--- src/rtl/pmc_consts.svh ---
/*
 * Constants of the power mode controller: reset values, divider ratio, widths.
 * Assumes it is included by bare name from the package and every design file.
 */
`ifndef PMC_CONSTS_SVH
`define PMC_CONSTS_SVH

// What this block does
// normal mode: core and peripherals clocked
// unused digital peripherals get clock gated
// idle bit halts core; interrupt wakes
// wake from idle/suspend/snooze resumes, no reset
// suspend: clocks halted, regulator normal bias
// snooze: clocks halted, regulator low bias
// suspend/snooze stop both fast oscillators
// timers 3, 4 tick from slow oscillator
// six listed events end suspend or snooze
// stop: nets off, any reset exits
// shutdown: only pin or power-on reset exits
// stop/shutdown hold every pin state
// exit clears the matching mode request bit

`define PMC_FLAG_RST     1'b0
`define PMC_FLAG_ON_RST  1'b1
`define PMC_SLOW_DIV     8
`define PMC_NUM_PERIPH   8
`define PMC_WAKE_W       6
`define PMC_RST_W        3
`define PMC_SYNC_STAGES  3

`endif

--- src/rtl/pmc_pkg.sv ---
/*
 * Types shared by the power mode controller files.
 * Assumes the constants header is on the include path.
 */
`include "pmc_consts.svh"

package pmc_pkg;

	typedef enum logic [2:0] {
		st_normal,
		st_idle,
		st_suspend,
		st_snooze,
		st_stop,
		st_shutdown
	} pmc_state_e;

	// power_ctrl_reg_a mode bits
	typedef struct packed {
		logic idle;
		logic stop;
	} pmc_ctrl_a_s;

	// power_ctrl_reg_b mode bits
	typedef struct packed {
		logic suspend;
		logic snooze;
	} pmc_ctrl_b_s;

	// wake sources of suspend and snooze
	typedef struct packed {
		logic timer4_event;
		logic serial_periph_port_act;
		logic two_wire_slave_port_act;
		logic port_match;
		logic cmp0_level;
		logic config_logic_unit_irq;
	} pmc_wake_s;

	// reset sources
	typedef struct packed {
		logic any_src;
		logic external_reset_pin;
		logic por;
	} pmc_rst_s;

endpackage

--- src/rtl/pmc_power_mode_controller.sv ---
/*
 * Power mode controller: mode state machine, clock gates, oscillator, regulator,
 * power net and pin hold controls.
 * Assumes software follows the entry order and that mode writes arrive as pulses
 * on sys_clk; wake, reset and slow oscillator inputs are asynchronous pins.
 */
`include "pmc_consts.svh"

module pmc_power_mode_controller #(
	parameter int NUM_PERIPH = `PMC_NUM_PERIPH,
	parameter int SLOW_DIV   = `PMC_SLOW_DIV
) (
	input  logic                    sys_clk,
	input  logic                    srst,
	input  pmc_pkg::pmc_ctrl_a_s    mode_set_a,
	input  pmc_pkg::pmc_ctrl_b_s    mode_set_b,
	input  logic                    shutdown_select_bit,
	input  logic                    irq_any,
	input  logic [NUM_PERIPH-1:0]   periph_in_use,
	input  logic                    timer34_slow_sel,
	input  logic                    slow_osc,
	input  pmc_pkg::pmc_wake_s      wake_src,
	input  pmc_pkg::pmc_rst_s       rst_src,
	output pmc_pkg::pmc_ctrl_a_s    power_ctrl_reg_a,
	output pmc_pkg::pmc_ctrl_b_s    power_ctrl_reg_b,
	output pmc_pkg::pmc_state_e     mode_state,
	output logic                    core_clk_en,
	output logic [NUM_PERIPH-1:0]   periph_clk_en,
	output logic                    timer34_tick,
	output logic                    fast_osc_a_en,
	output logic                    fast_osc_b_en,
	output logic                    reg_low_bias,
	output logic                    power_nets_on,
	output logic                    pin_hold,
	output logic                    chip_reset,
	output logic                    core_resume
);
	import pmc_pkg::*;

	initial begin
		if (NUM_PERIPH < 1) begin
			$error("pmc_power_mode_controller: NUM_PERIPH must be at least 1");
		end
	end

	function automatic logic clocks_halted(input pmc_state_e s);
		return (s == st_suspend) || (s == st_snooze);
	endfunction

	function automatic logic nets_off(input pmc_state_e s);
		return (s == st_stop) || (s == st_shutdown);
	endfunction

	logic [`PMC_WAKE_W:0]   wake_vec;
	logic [`PMC_RST_W-1:0]  rst_vec;
	pmc_wake_s              wake_q;
	pmc_rst_s               rst_q;
	logic                   slow_q;
	logic                   cmp0_prev;
	logic                   cmp0_fall;
	logic                   wake_hit;

	pmc_state_e             state;
	pmc_state_e             next_state;
	pmc_ctrl_a_s            next_ctrl_a;
	pmc_ctrl_b_s            next_ctrl_b;
	logic                   next_core_clk_en;
	logic [NUM_PERIPH-1:0]  next_periph_clk_en;
	logic                   next_fast_osc_en;
	logic                   next_reg_low_bias;
	logic                   next_power_nets_on;
	logic                   next_pin_hold;
	logic                   next_chip_reset;
	logic                   next_core_resume;

	pmc_sync #(
		.WIDTH(`PMC_WAKE_W + 1)
	) u_wake_sync (
		.sys_clk  (sys_clk),
		.srst     (srst),
		.async_in ({slow_osc, wake_src}),
		.sync_out (wake_vec)
	);

	pmc_sync #(
		.WIDTH(`PMC_RST_W)
	) u_rst_sync (
		.sys_clk  (sys_clk),
		.srst     (srst),
		.async_in (rst_src),
		.sync_out (rst_vec)
	);

	// the slow tick keeps running in every mode with nets on
	pmc_slow_div #(
		.DIV(SLOW_DIV)
	) u_slow_div (
		.sys_clk    (sys_clk),
		.srst       (srst),
		.enable     (timer34_slow_sel & power_nets_on),
		.slow_level (slow_q),
		.tick       (timer34_tick)
	);

	always_comb begin
		wake_q    = pmc_wake_s'(wake_vec[`PMC_WAKE_W-1:0]);
		slow_q    = wake_vec[`PMC_WAKE_W];
		rst_q     = pmc_rst_s'(rst_vec);
		cmp0_fall = cmp0_prev & ~wake_q.cmp0_level;
		wake_hit  = wake_q.timer4_event | wake_q.serial_periph_port_act
			| wake_q.two_wire_slave_port_act | wake_q.port_match
			| cmp0_fall | wake_q.config_logic_unit_irq;
	end

	always_comb begin
		next_state       = state;
		next_ctrl_a      = power_ctrl_reg_a;
		next_ctrl_b      = power_ctrl_reg_b;
		next_chip_reset  = 1'b0;
		next_core_resume = 1'b0;
		case (state)
			st_normal: begin
				// a request set never loses against a clear; clears happen only off normal
				next_ctrl_a = power_ctrl_reg_a | mode_set_a;
				next_ctrl_b = power_ctrl_reg_b | mode_set_b;
				if (mode_set_a.stop) begin
					next_state = shutdown_select_bit ? st_shutdown : st_stop;
				end else if (mode_set_b.snooze) begin
					next_state = st_snooze;
				end else if (mode_set_b.suspend) begin
					next_state = st_suspend;
				end else if (mode_set_a.idle) begin
					next_state = st_idle;
				end
			end
			st_idle: begin
				if (irq_any) begin
					next_state       = st_normal;
					next_ctrl_a.idle = 1'b0;
					next_core_resume = 1'b1;
				end
			end
			st_suspend: begin
				if (wake_hit) begin
					next_state          = st_normal;
					next_ctrl_b.suspend = 1'b0;
					next_core_resume    = 1'b1;
				end
			end
			st_snooze: begin
				if (wake_hit) begin
					next_state         = st_normal;
					next_ctrl_b.snooze = 1'b0;
					next_core_resume   = 1'b1;
				end
			end
			st_stop: begin
				if (rst_q.any_src | rst_q.external_reset_pin | rst_q.por) begin
					next_state      = st_normal;
					next_ctrl_a     = '0;
					next_ctrl_b     = '0;
					next_chip_reset = 1'b1;
				end
			end
			st_shutdown: begin
				// shutdown ignores the other reset sources, though stop with its nets off still exits on any_src
				if (rst_q.external_reset_pin | rst_q.por) begin
					next_state      = st_normal;
					next_ctrl_a     = '0;
					next_ctrl_b     = '0;
					next_chip_reset = 1'b1;
				end
			end
			default: begin
				next_state = st_normal;
			end
		endcase
		next_core_clk_en   = (next_state == st_normal);
		next_periph_clk_en = ((next_state == st_normal) || (next_state == st_idle))
			? periph_in_use : '0;
		next_fast_osc_en   = !clocks_halted(next_state) && !nets_off(next_state);
		next_reg_low_bias  = (next_state == st_snooze);
		next_power_nets_on = !nets_off(next_state);
		next_pin_hold      = nets_off(next_state);
	end

	always_ff @(posedge sys_clk) begin
		if (srst) begin
			state            <= st_normal;
			power_ctrl_reg_a <= '0;
			power_ctrl_reg_b <= '0;
			mode_state       <= st_normal;
			core_clk_en      <= `PMC_FLAG_ON_RST;
			periph_clk_en    <= '0;
			fast_osc_a_en    <= `PMC_FLAG_ON_RST;
			fast_osc_b_en    <= `PMC_FLAG_ON_RST;
			reg_low_bias     <= `PMC_FLAG_RST;
			power_nets_on    <= `PMC_FLAG_ON_RST;
			pin_hold         <= `PMC_FLAG_RST;
			chip_reset       <= `PMC_FLAG_RST;
			core_resume      <= `PMC_FLAG_RST;
			cmp0_prev        <= `PMC_FLAG_RST;
		end else begin
			state            <= next_state;
			power_ctrl_reg_a <= next_ctrl_a;
			power_ctrl_reg_b <= next_ctrl_b;
			mode_state       <= next_state;
			core_clk_en      <= next_core_clk_en;
			periph_clk_en    <= next_periph_clk_en;
			fast_osc_a_en    <= next_fast_osc_en;
			fast_osc_b_en    <= next_fast_osc_en;
			reg_low_bias     <= next_reg_low_bias;
			power_nets_on    <= next_power_nets_on;
			pin_hold         <= next_pin_hold;
			chip_reset       <= next_chip_reset;
			core_resume      <= next_core_resume;
			cmp0_prev        <= wake_q.cmp0_level;
		end
	end
endmodule

--- src/rtl/pmc_sync.sv ---
/*
 * Three-stage synchroniser; a bit's output follows once stages two and three agree.
 * Assumes inputs are asynchronous to sys_clk and held at least three cycles.
 */
`include "pmc_consts.svh"

module pmc_sync #(
	parameter int WIDTH = 1
) (
	input  logic             sys_clk,
	input  logic             srst,
	input  logic [WIDTH-1:0] async_in,
	output logic [WIDTH-1:0] sync_out
);
	import pmc_pkg::*;

	initial begin
		if (WIDTH < 1) begin
			$error("pmc_sync: WIDTH must be at least 1");
		end
	end

	logic [WIDTH-1:0] stage1;
	logic [WIDTH-1:0] stage2;
	logic [WIDTH-1:0] stage3;
	logic [WIDTH-1:0] next_sync_out;

	genvar gi;
	generate
		for (gi = 0; gi < WIDTH; gi++) begin : g_bit
			// stage1 is read only by stage2
			always_comb begin
				next_sync_out[gi] = (stage2[gi] == stage3[gi]) ? stage3[gi] : sync_out[gi];
			end
		end
	endgenerate

	always_ff @(posedge sys_clk) begin
		if (srst) begin
			stage1   <= {WIDTH{`PMC_FLAG_RST}};
			stage2   <= {WIDTH{`PMC_FLAG_RST}};
			stage3   <= {WIDTH{`PMC_FLAG_RST}};
			sync_out <= {WIDTH{`PMC_FLAG_RST}};
		end else begin
			stage1   <= async_in;
			stage2   <= stage1;
			stage3   <= stage2;
			sync_out <= next_sync_out;
		end
	end

endmodule

--- src/rtl/pmc_slow_div.sv ---
/*
 * Divides the synchronised slow oscillator into a one-cycle tick enable.
 * Assumes slow_level is already synchronised to sys_clk.
 */
`include "pmc_consts.svh"

module pmc_slow_div #(
	parameter int DIV = `PMC_SLOW_DIV
) (
	input  logic sys_clk,
	input  logic srst,
	input  logic enable,
	input  logic slow_level,
	output logic tick
);
	import pmc_pkg::*;

	localparam int CW = (DIV > 1) ? $clog2(DIV) : 1;

	initial begin
		if (DIV < 1) begin
			$error("pmc_slow_div: DIV must be at least 1");
		end
	end

	logic          slow_prev;
	logic [CW-1:0] count;
	logic [CW-1:0] next_count;
	logic          next_tick;
	logic          rise;

	always_comb begin
		rise       = slow_level & ~slow_prev;
		next_count = count;
		next_tick  = 1'b0;
		if (!enable) begin
			next_count = '0;
		end else if (rise) begin
			if (count == CW'(DIV - 1)) begin
				next_count = '0;
				next_tick  = 1'b1;
			end else begin
				next_count = count + CW'(1);
			end
		end
	end

	always_ff @(posedge sys_clk) begin
		if (srst) begin
			slow_prev <= `PMC_FLAG_RST;
			count     <= '0;
			tick      <= `PMC_FLAG_RST;
		end else begin
			slow_prev <= slow_level;
			count     <= next_count;
			tick      <= next_tick;
		end
	end

endmodule

--- config.mk ---
export PLATFORM = sky130hd
export DESIGN_NAME = pmc_power_mode_controller
export DESIGN_NICKNAME = d
export VERILOG_FILES = /design/src/rtl/pmc_pkg.sv /design/src/rtl/pmc_power_mode_controller.sv /design/src/rtl/pmc_sync.sv /design/src/rtl/pmc_slow_div.sv
export VERILOG_INCLUDE_DIRS = /design/src /design/src/rtl
export SDC_FILE = /design/constraint.sdc
export NUM_CORES = 1
export LEC_CHECK = 0
export BUFFER_PORTS_ARGS = -buffer_cell sky130_fd_sc_hd__buf_2
export CAP_MARGIN = 20
export CORE_UTILIZATION = 50
export CTS_CLUSTER_DIAMETER = 150
export DETAILED_ROUTE_END_ITERATION = 8
export PLACE_DENSITY = 0.74
export REMOVE_ABC_BUFFERS = 1
export SLEW_MARGIN = 10
export SYNTH_ARGS = -nofsm -noshare
export SYNTH_HDL_FRONTEND = slang
export SYNTH_HIERARCHICAL = 1
export SYNTH_SLANG_ARGS = --single-unit
--- constraint.sdc ---
create_clock -name sys_clk -period 1.8 [get_ports sys_clk]
set_input_delay 0.36 -clock sys_clk [delete_from_list [all_inputs] [get_ports sys_clk]]
set_output_delay 0.36 -clock sys_clk [all_outputs]
set_load 0.02 [all_outputs]
==> results.sh, run 1 <==
export IMPL_hold_viol_final=0
export IMPL_start_kind="flop"
export IMPL_p_leak_nw=1.26
export IMPL_cts_num_sinks=68
export IMPL_globalplace_congestion=0.868
export IMPL_viasPerCell=5.04
export IMPL_outcome="finished clean"
export IMPL_synthAdderAreaFrac_pct=1.03
export IMPL_dp_cells=316
export IMPL_drc=0
export IMPL_final_fill_count=368
export IMPL_cts_made_buffers=9
export IMPL_final_seq_area_um2=1360
export IMPL_fin_skew_ps=8.09
export IMPL_muxShareOfSynthArea_pct=1.65
export IMPL_synth_compound_area_share_pct=11.0
export IMPL_track_usage_pct=17.7
export IMPL_antenna_found_initial=0
export IMPL_fin_area_um2=2940
export IMPL_post_cts_setup_buffers=0
export IMPL_synthToLayoutAreaGrowth_pct=20.9
export IMPL_power_density_nw_per_um2=1190
export IMPL_cts_root_buffer="clkbuf_8"
export IMPL_first_global_vias=1549
export IMPL_grt_pass1_wl_um=6780
export IMPL_htree_num_levels=3
export IMPL_netlist_instances=217
export IMPL_io_buffers=50
export IMPL_synth_xor_area_share_pct=0
export IMPL_ys_seq_elements=68
export IMPL_fp_dieH_um=71.7
export IMPL_multi_input_area_um2=972
export IMPL_end_kind="flop"
export IMPL_avgSynthCellArea_um2=11.2
export IMPL_die_w_um=71.7
export IMPL_fmax_mhz=611
export IMPL_fin_ws_ps=163
export IMPL_hold_buffers=0
export IMPL_via_count=1672
export IMPL_io_pins=51
export IMPL_stdcell_count=332
export IMPL_worstMarginPinSlew_ps=446
export IMPL_nets=304
export IMPL_post_dp_cell_area_um2=2710
export IMPL_synthSimpleGateAreaFrac_pct=26.4
export IMPL_start_util_pct=53.9
export IMPL_clock_path_buffers=2
export IMPL_cp_data_arrival_time_ps=1880
export IMPL_setup_tns_ps=0
export IMPL_seq_area_frac_synth_pct=56.1
export IMPL_clkLatencyLatePin_ps=340
export IMPL_grt_ovfl_total=0
export IMPL_cap_viol_max_count=0
export IMPL_hpwl_um=2800
export IMPL_ys_types=40
export IMPL_core_area_um2=4500
export IMPL_min_path_type="primary input to flop"
export IMPL_min_period_ps=1640
export IMPL_n_antenna_cell=0
export IMPL_rsz0062_at_grt="false"
export IMPL_wl_per_cell_um=12.2
export IMPL_max_vdd_ir_drop_uv=681
export IMPL_placementRows=24
export IMPL_pre_cts_slack_ps=170
export IMPL_critical_path_required_ps=2040
export IMPL_crit_fanout=4
export IMPL_mostFrequentLayoutCell="dfxtp_1"
export IMPL_path_class="flop to flop"
export IMPL_grt_max_degree=34
export IMPL_finalSetupViolCount=0
export IMPL_drt_iter0_drc=87
export IMPL_drive_gt1_share_pct=39.3
export IMPL_routed_wl_um=4070
export IMPL_clk_pin_slew_ps=80
export IMPL_ant_nets=0
export IMPL_synth_cell_area_um2=2430
export IMPL_cts_tree="built"
export IMPL_dieArea_um2=5140
export IMPL_drv_slew=0
export IMPL_r2r_slack_ps=160
export IMPL_max_slew_margin_rel_pct=70.0
export IMPL_synth_top_family_by_area="simple AND/OR/NAND/NOR gates"
export IMPL_final_cell_mix="dfxtp_1 (68), buf_2 (50), nor2b_2 (15)"
export IMPL_yosysWarnings=6
export IMPL_cts_resized=0
export IMPL_firstDrtPassIters=4
export IMPL_min_period_over_period_pct=91.0
-- worst max-delay path, stage by stage, from the launching register on --
cell	delay, ps
dfxtp_1	330
or4_4	580
nor3_1	240
a221oi_1	190
a21o_1	200
-- state kept, by name, summed over array words and instances (netlist names), 2 cells and up --
signal / count
u_rst_sync/stage3: 3
power_ctrl_reg_a: 2
u_wake_sync/stage2: 7
u_wake_sync/stage1: 7
periph_clk_en: 8
u_rst_sync/sync_out: 3
u_wake_sync/sync_out: 7
state: 3
u_wake_sync/stage3: 7
u_slow_div/count: 3
power_ctrl_reg_b: 2
u_rst_sync/stage1: 3
u_rst_sync/stage2: 3
-- logic make-up after synthesis --
kind of cell,after synthesis
mux,4
simple gates,94
fa+ha+maj,2
flops,68
compound gates,37
buf+inv,12
-- metrics by stage --
step | hold WS, ps | total power (W) | util [%]
after detailed placement | 420 | 0.00215 | 60.2
after global placement | 418 | 0.00214 | 60.2
after floorplan | 414 | 0.00196 | -
after CTS | 205 | 0.00353 | 65.2
after global routing | 205 | 0.00366 | 65.2
final | 220 | 0.00350 | 65.2
-- worst paths after layout --
check | from | endpoint | cells after the start
hold / removal | wake_src[1] | u_wake_sync/stage1[1] | 2
hold reg to reg | u_wake_sync/stage1[3] | u_wake_sync/stage2[3] | 1
setup reg to reg | u_wake_sync/sync_out[4] | core_clk_en | 4
setup / recovery | u_wake_sync/sync_out[4] | core_clk_en | 4
-- synth_stat cells (all sizes together) --
cell	number	area, um^2
or3	1	6.26
dfxtp	68	1360
and2b	5	40.0
nor2	13	48.8
nand2	12	45.0
or2	3	18.8
or4	1	11.3
nand2b	5	33.8
a31oi	3	18.8
and2	9	56.3
ha	2	25.0
a221oi	2	17.5
mux2i	4	40.0
clkbuf	1	3.75
nor3	10	55.1
nor4	2	33.8
o32ai	1	16.3
a21o	1	7.51
nor2b	32	283
o21bai	1	7.51
a2bb2oi	1	8.76
buf	6	72.6
and3b	1	8.76
o21ai	10	50.0
inv	5	18.8
o31ai	2	15.0
o311ai	1	8.76
a21oi	14	108
o2bb2ai	1	8.76
-- power breakdown --
group	switching [W]	leakage [nW]	total, W	internal (W)
clock	0.000566	0.116	0.00138	0.000817
combinational	0.000268	0.591	0.000467	0.000199
sequential	0.0000483	0.557	0.00165	0.00160
-- layout make-up --
| class | count | area share [%] |
|---|---|---|
| clock buffers | 10 | 4.69 |
| clock inverters | 6 | 2.98 |
| inverters | 5 | 0.639 |
| multi-input cells | 137 | 33.1 |
| flip-flops and latches | 68 | 46.4 |
| well taps | 52 | 2.22 |
| repair buffers | 54 | 9.97 |
-- per-layer routing --
layer | wire [um] | global-route usage [%] | up-vias
li1 | - | - | 841
met1 | 1870 | 20.5 | 779
met2 | 1940 | 27.9 | 43
met3 | 184 | 7.88 | 9
met4 | 71 | 9.15 | 0
met5 | 0 | 0 | -
No activity file was read; power rests on OpenSTA's default activity.
==> run 2: changes to the inputs <==
--- a/config.mk
+++ b/config.mk
@@ -11,10 +11,9 @@
 export CORE_UTILIZATION = 50
 export CTS_CLUSTER_DIAMETER = 150
 export DETAILED_ROUTE_END_ITERATION = 8
-export PLACE_DENSITY = 0.74
+export PLACE_DENSITY = 0.75
 export REMOVE_ABC_BUFFERS = 1
 export SLEW_MARGIN = 10
 export SYNTH_ARGS = -nofsm -noshare
 export SYNTH_HDL_FRONTEND = slang
-export SYNTH_HIERARCHICAL = 1
 export SYNTH_SLANG_ARGS = --single-unit
==> constraint.sdc (replaced) <==
create_clock -name sys_clk -period 1.8 [get_ports sys_clk]
set_input_delay 0.36 -clock sys_clk [delete_from_list [all_inputs] [get_ports sys_clk]]
set_output_delay 0.36 -clock sys_clk [all_outputs]
set_load 0.1 [all_outputs]
==> run 2 against run 1 <==
Net effect:
- combinational power up 85%
- count of clock-buffer cells in the layout up 1
- sequential share of layout area up 2.2 points
- register-to-register slack worse by 90 ps
- non-clock buffer count up 2
- wire length down 7.1%
- total power up 6.8%
- flip-flop and latch count unchanged
- highest routed layer unchanged
==> results.sh, run 2 <==
export IMPL_critical_path_required_ps=2020
export IMPL_rsz0062_at_grt="false"
export IMPL_drc=0
export IMPL_internal_power_w=0.00249
export IMPL_min_path_type="primary input to flop"
export IMPL_outcome="finished clean"
export IMPL_combPwrFrac_pct=23.2
export IMPL_firstDrtPassIters=4
export IMPL_ys_types=35
export IMPL_fin_skew_ps=7.22
export IMPL_synth_main_ff_cell="dfxtp_1"
export IMPL_seq_power_share_pct=43.9
export IMPL_r2r_slack_ps=80
export IMPL_cp_data_arrival_time_ps=1940
export IMPL_holdPathStages=2
export IMPL_reg2reg_from="state[0]"
export IMPL_cts_tree="built"
export IMPL_grt_max_degree=21
export IMPL_start_util_pct=52.3
export IMPL_clkPwrFrac_pct=32.9
export IMPL_nets=308
export IMPL_cap_viol_max_count=0
export IMPL_hold_viol_final=0
export IMPL_core_area_um2=4350
export IMPL_antenna_found_initial=0
export IMPL_crit_fanout=6
export IMPL_p_sw_w=0.00124
export IMPL_globalplace_congestion=0.815
export IMPL_synth_cell_area_um2=2280
export IMPL_drive_gt1_share_pct=28.5
export IMPL_first_global_vias=1507
export IMPL_io_pins=51
export IMPL_yosysTopAreaCellShare_pct=59.8
export IMPL_wl_per_cell_um=11.3
export IMPL_synth_top_cell_by_area="dfxtp_1"
export IMPL_min_period_ps=1720
export IMPL_p_leak_nw=1.20
export IMPL_synth_common_cells="dfxtp_1 (68), nor2b_1 (38), a21oi_1 (14), nor2_1 (13), o21ai_0 (13)"
export IMPL_cts_root_buffer="clkbuf_8"
export IMPL_clkLatencyLatePin_ps=330
export IMPL_p_sw_share_pct=33.3
export IMPL_clock_path_buffers=2
export IMPL_seq_area_frac_synth_pct=59.8
export IMPL_stdcell_count=333
export IMPL_met1_usage_pct=20.3
export IMPL_cp_slowest_stage_delay_ps=430
export IMPL_path_class="flop to flop"
export IMPL_yosysMostFrequentCell="dfxtp_1"
export IMPL_final_cell_mix="dfxtp_1 (68), buf_2 (49), nor2b_1 (37)"
export IMPL_avgSynthCellArea_um2=10.5
export IMPL_die_w_um=69.5
export IMPL_dieArea_um2=4830
export IMPL_max_slew_margin_rel_pct=67.6
export IMPL_dp_cells=317
export IMPL_clk_pin_slew_ps=70
export IMPL_synth_edf_count=0
export IMPL_fmax_mhz=581
export IMPL_worst_path_max_delay_cell="dfxtp_1"
export IMPL_fin_ws_ps=77.7
export IMPL_synthToLayoutAreaGrowth_pct=23.1
export IMPL_cts_made_buffers=9
export IMPL_grt_pass1_wl_um=6440
export IMPL_pre_cts_slack_ps=111
export IMPL_routed_wl_um=3780
export IMPL_yosysWarnings=0
export IMPL_grt_use_met2_pct=27.2
export IMPL_power_density_nw_per_um2=1330
export IMPL_final_fill_count=379
export IMPL_end_kind="flop"
export IMPL_placementRows=24
export IMPL_max_vdd_ir_drop_uv=781
export IMPL_largest_register="periph_clk_en"
export IMPL_cts_num_sinks=68
export IMPL_hp_start="periph_in_use[0]"
export IMPL_netlist_instances=217
export IMPL_ff2ff_path_depth=6
export IMPL_track_usage_pct=17.2
export IMPL_ys_seq_elements=68
export IMPL_busiest_layer="met2"
export IMPL_grt_ovfl_total=0
export IMPL_viasPerCell=4.93
export IMPL_min_period_over_period_pct=95.7
export IMPL_min_to="periph_clk_en[0]"
export IMPL_finalSetupViolCount=0
export IMPL_ant_nets=0
export IMPL_n_antenna_cell=0
export IMPL_drt_iter0_drc=92
export IMPL_largest_reg_flops=8
export IMPL_mostFrequentLayoutCell="dfxtp_1"
export IMPL_htree_num_levels=3
export IMPL_worstMarginPinSlew_ps=490
export IMPL_final_util_pct=64.3
export IMPL_drv_slew=0
export IMPL_fp_dieH_um=69.5
export IMPL_hpwl_um=2690
export IMPL_multi_input_area_um2=865
export IMPL_synthArstFlopShare_pct=0
export IMPL_use_met3_pct=5.23
export IMPL_start_kind="flop"
export IMPL_yosys_top_cells_area="dfxtp_1 (60%), nor2b_1 (10%), a21oi_1 (3.1%)"
export IMPL_final_seq_area_um2=1360
export IMPL_path_cells="nand2b_4 -> a32oi_1 -> or2_1 -> inv_1 -> ha_1 -> or2_2"
export IMPL_via_count=1643
export IMPL_r2r_end="fast_osc_b_en"
export IMPL_io_buffers=50
[run 2: changes by cell type after synthesis, sizes merged, moves of 4 or more]
cell,change
nor2b,+6
nor3,-6
clkbuf,+5
and2b,-4
buf,-4
o21ai,+4
[run 2: cell type report]
class	count	share of cell area [%]
well taps	52	2.32
repair buffers	56	10.6
clock inverters	5	1.79
clock buffers	11	5.40
multi-input cells	138	30.9
inverters	3	0.402
flip-flops and latches	68	48.6
[run 2: per-stage QoR]
step / setup TNS, ps / hold WS, ps / power (W) / instance area (um^2)
finish: 0 / 223 / 0.00374 / 2800
global placement: 0 / 416 / 0.00253 / 2590
global route: 0 / 220 / 0.00390 / 2800
CTS: 0 / 214 / 0.00377 / 2800
detailed placement: 0 / 420 / 0.00254 / 2590
floorplan: -6620 / 414 / 0.00235 / 2230
[run 2: power by group through the flow]
stage | clock, W | combinational [W] | sequential (W)
final | 0.00123 | 0.000866 | 0.00164
after floorplan | 0 | 0.000176 | 0.00218
after detailed placement | 0 | 0.000862 | 0.00167
after global routing | 0.00134 | 0.000912 | 0.00165
after global placement | 0 | 0.000854 | 0.00167
after CTS | 0.00126 | 0.000865 | 0.00164
[run 2: worst max path at each step]
stage	startpoint	endpoint	slack [ps]
finish	state[0]	fast_osc_b_en	80
global route	state[0]	fast_osc_b_en	20
CTS	state[2]	mode_state[2]	10
detailed placement	u_wake_sync.sync_out[3]	fast_osc_b_en	110
global placement	u_wake_sync.sync_out[3]	periph_clk_en[0]	130
floorplan	state[0]	fast_osc_b_en	-600
[run 2: layer usage]
metal  up-vias  wire length [um]
met5         -                 0
met4         0                80
met3        10               201
met2        48              1800
met1       742              1700
li1        843                 -
[run 2: what timing repair did]
action                     CTS  global route
hold buffers                 0             0
setup buffers                0             0
setup endpoints to repair    0             2
gates resized for setup      0             2
[run 2: cell families after synthesis]
group           count (synthesis)  synth area share, %
compound gates                 42                 11.5
fa+ha+maj                       5                 2.75
buf+inv                        11                 2.31
flops                          68                 59.8
mux                             3                 1.32
simple gates                   88                 22.3
[run 2: critical path: cells and delay by family, from the launching register on]
family,cells,cell delay (ps)
adders and majority gates,1,230
AOI/OAI and AO/OA,1,100
buffers and inverters,1,90
DFF,1,430
and+or+nand+nor,3,760
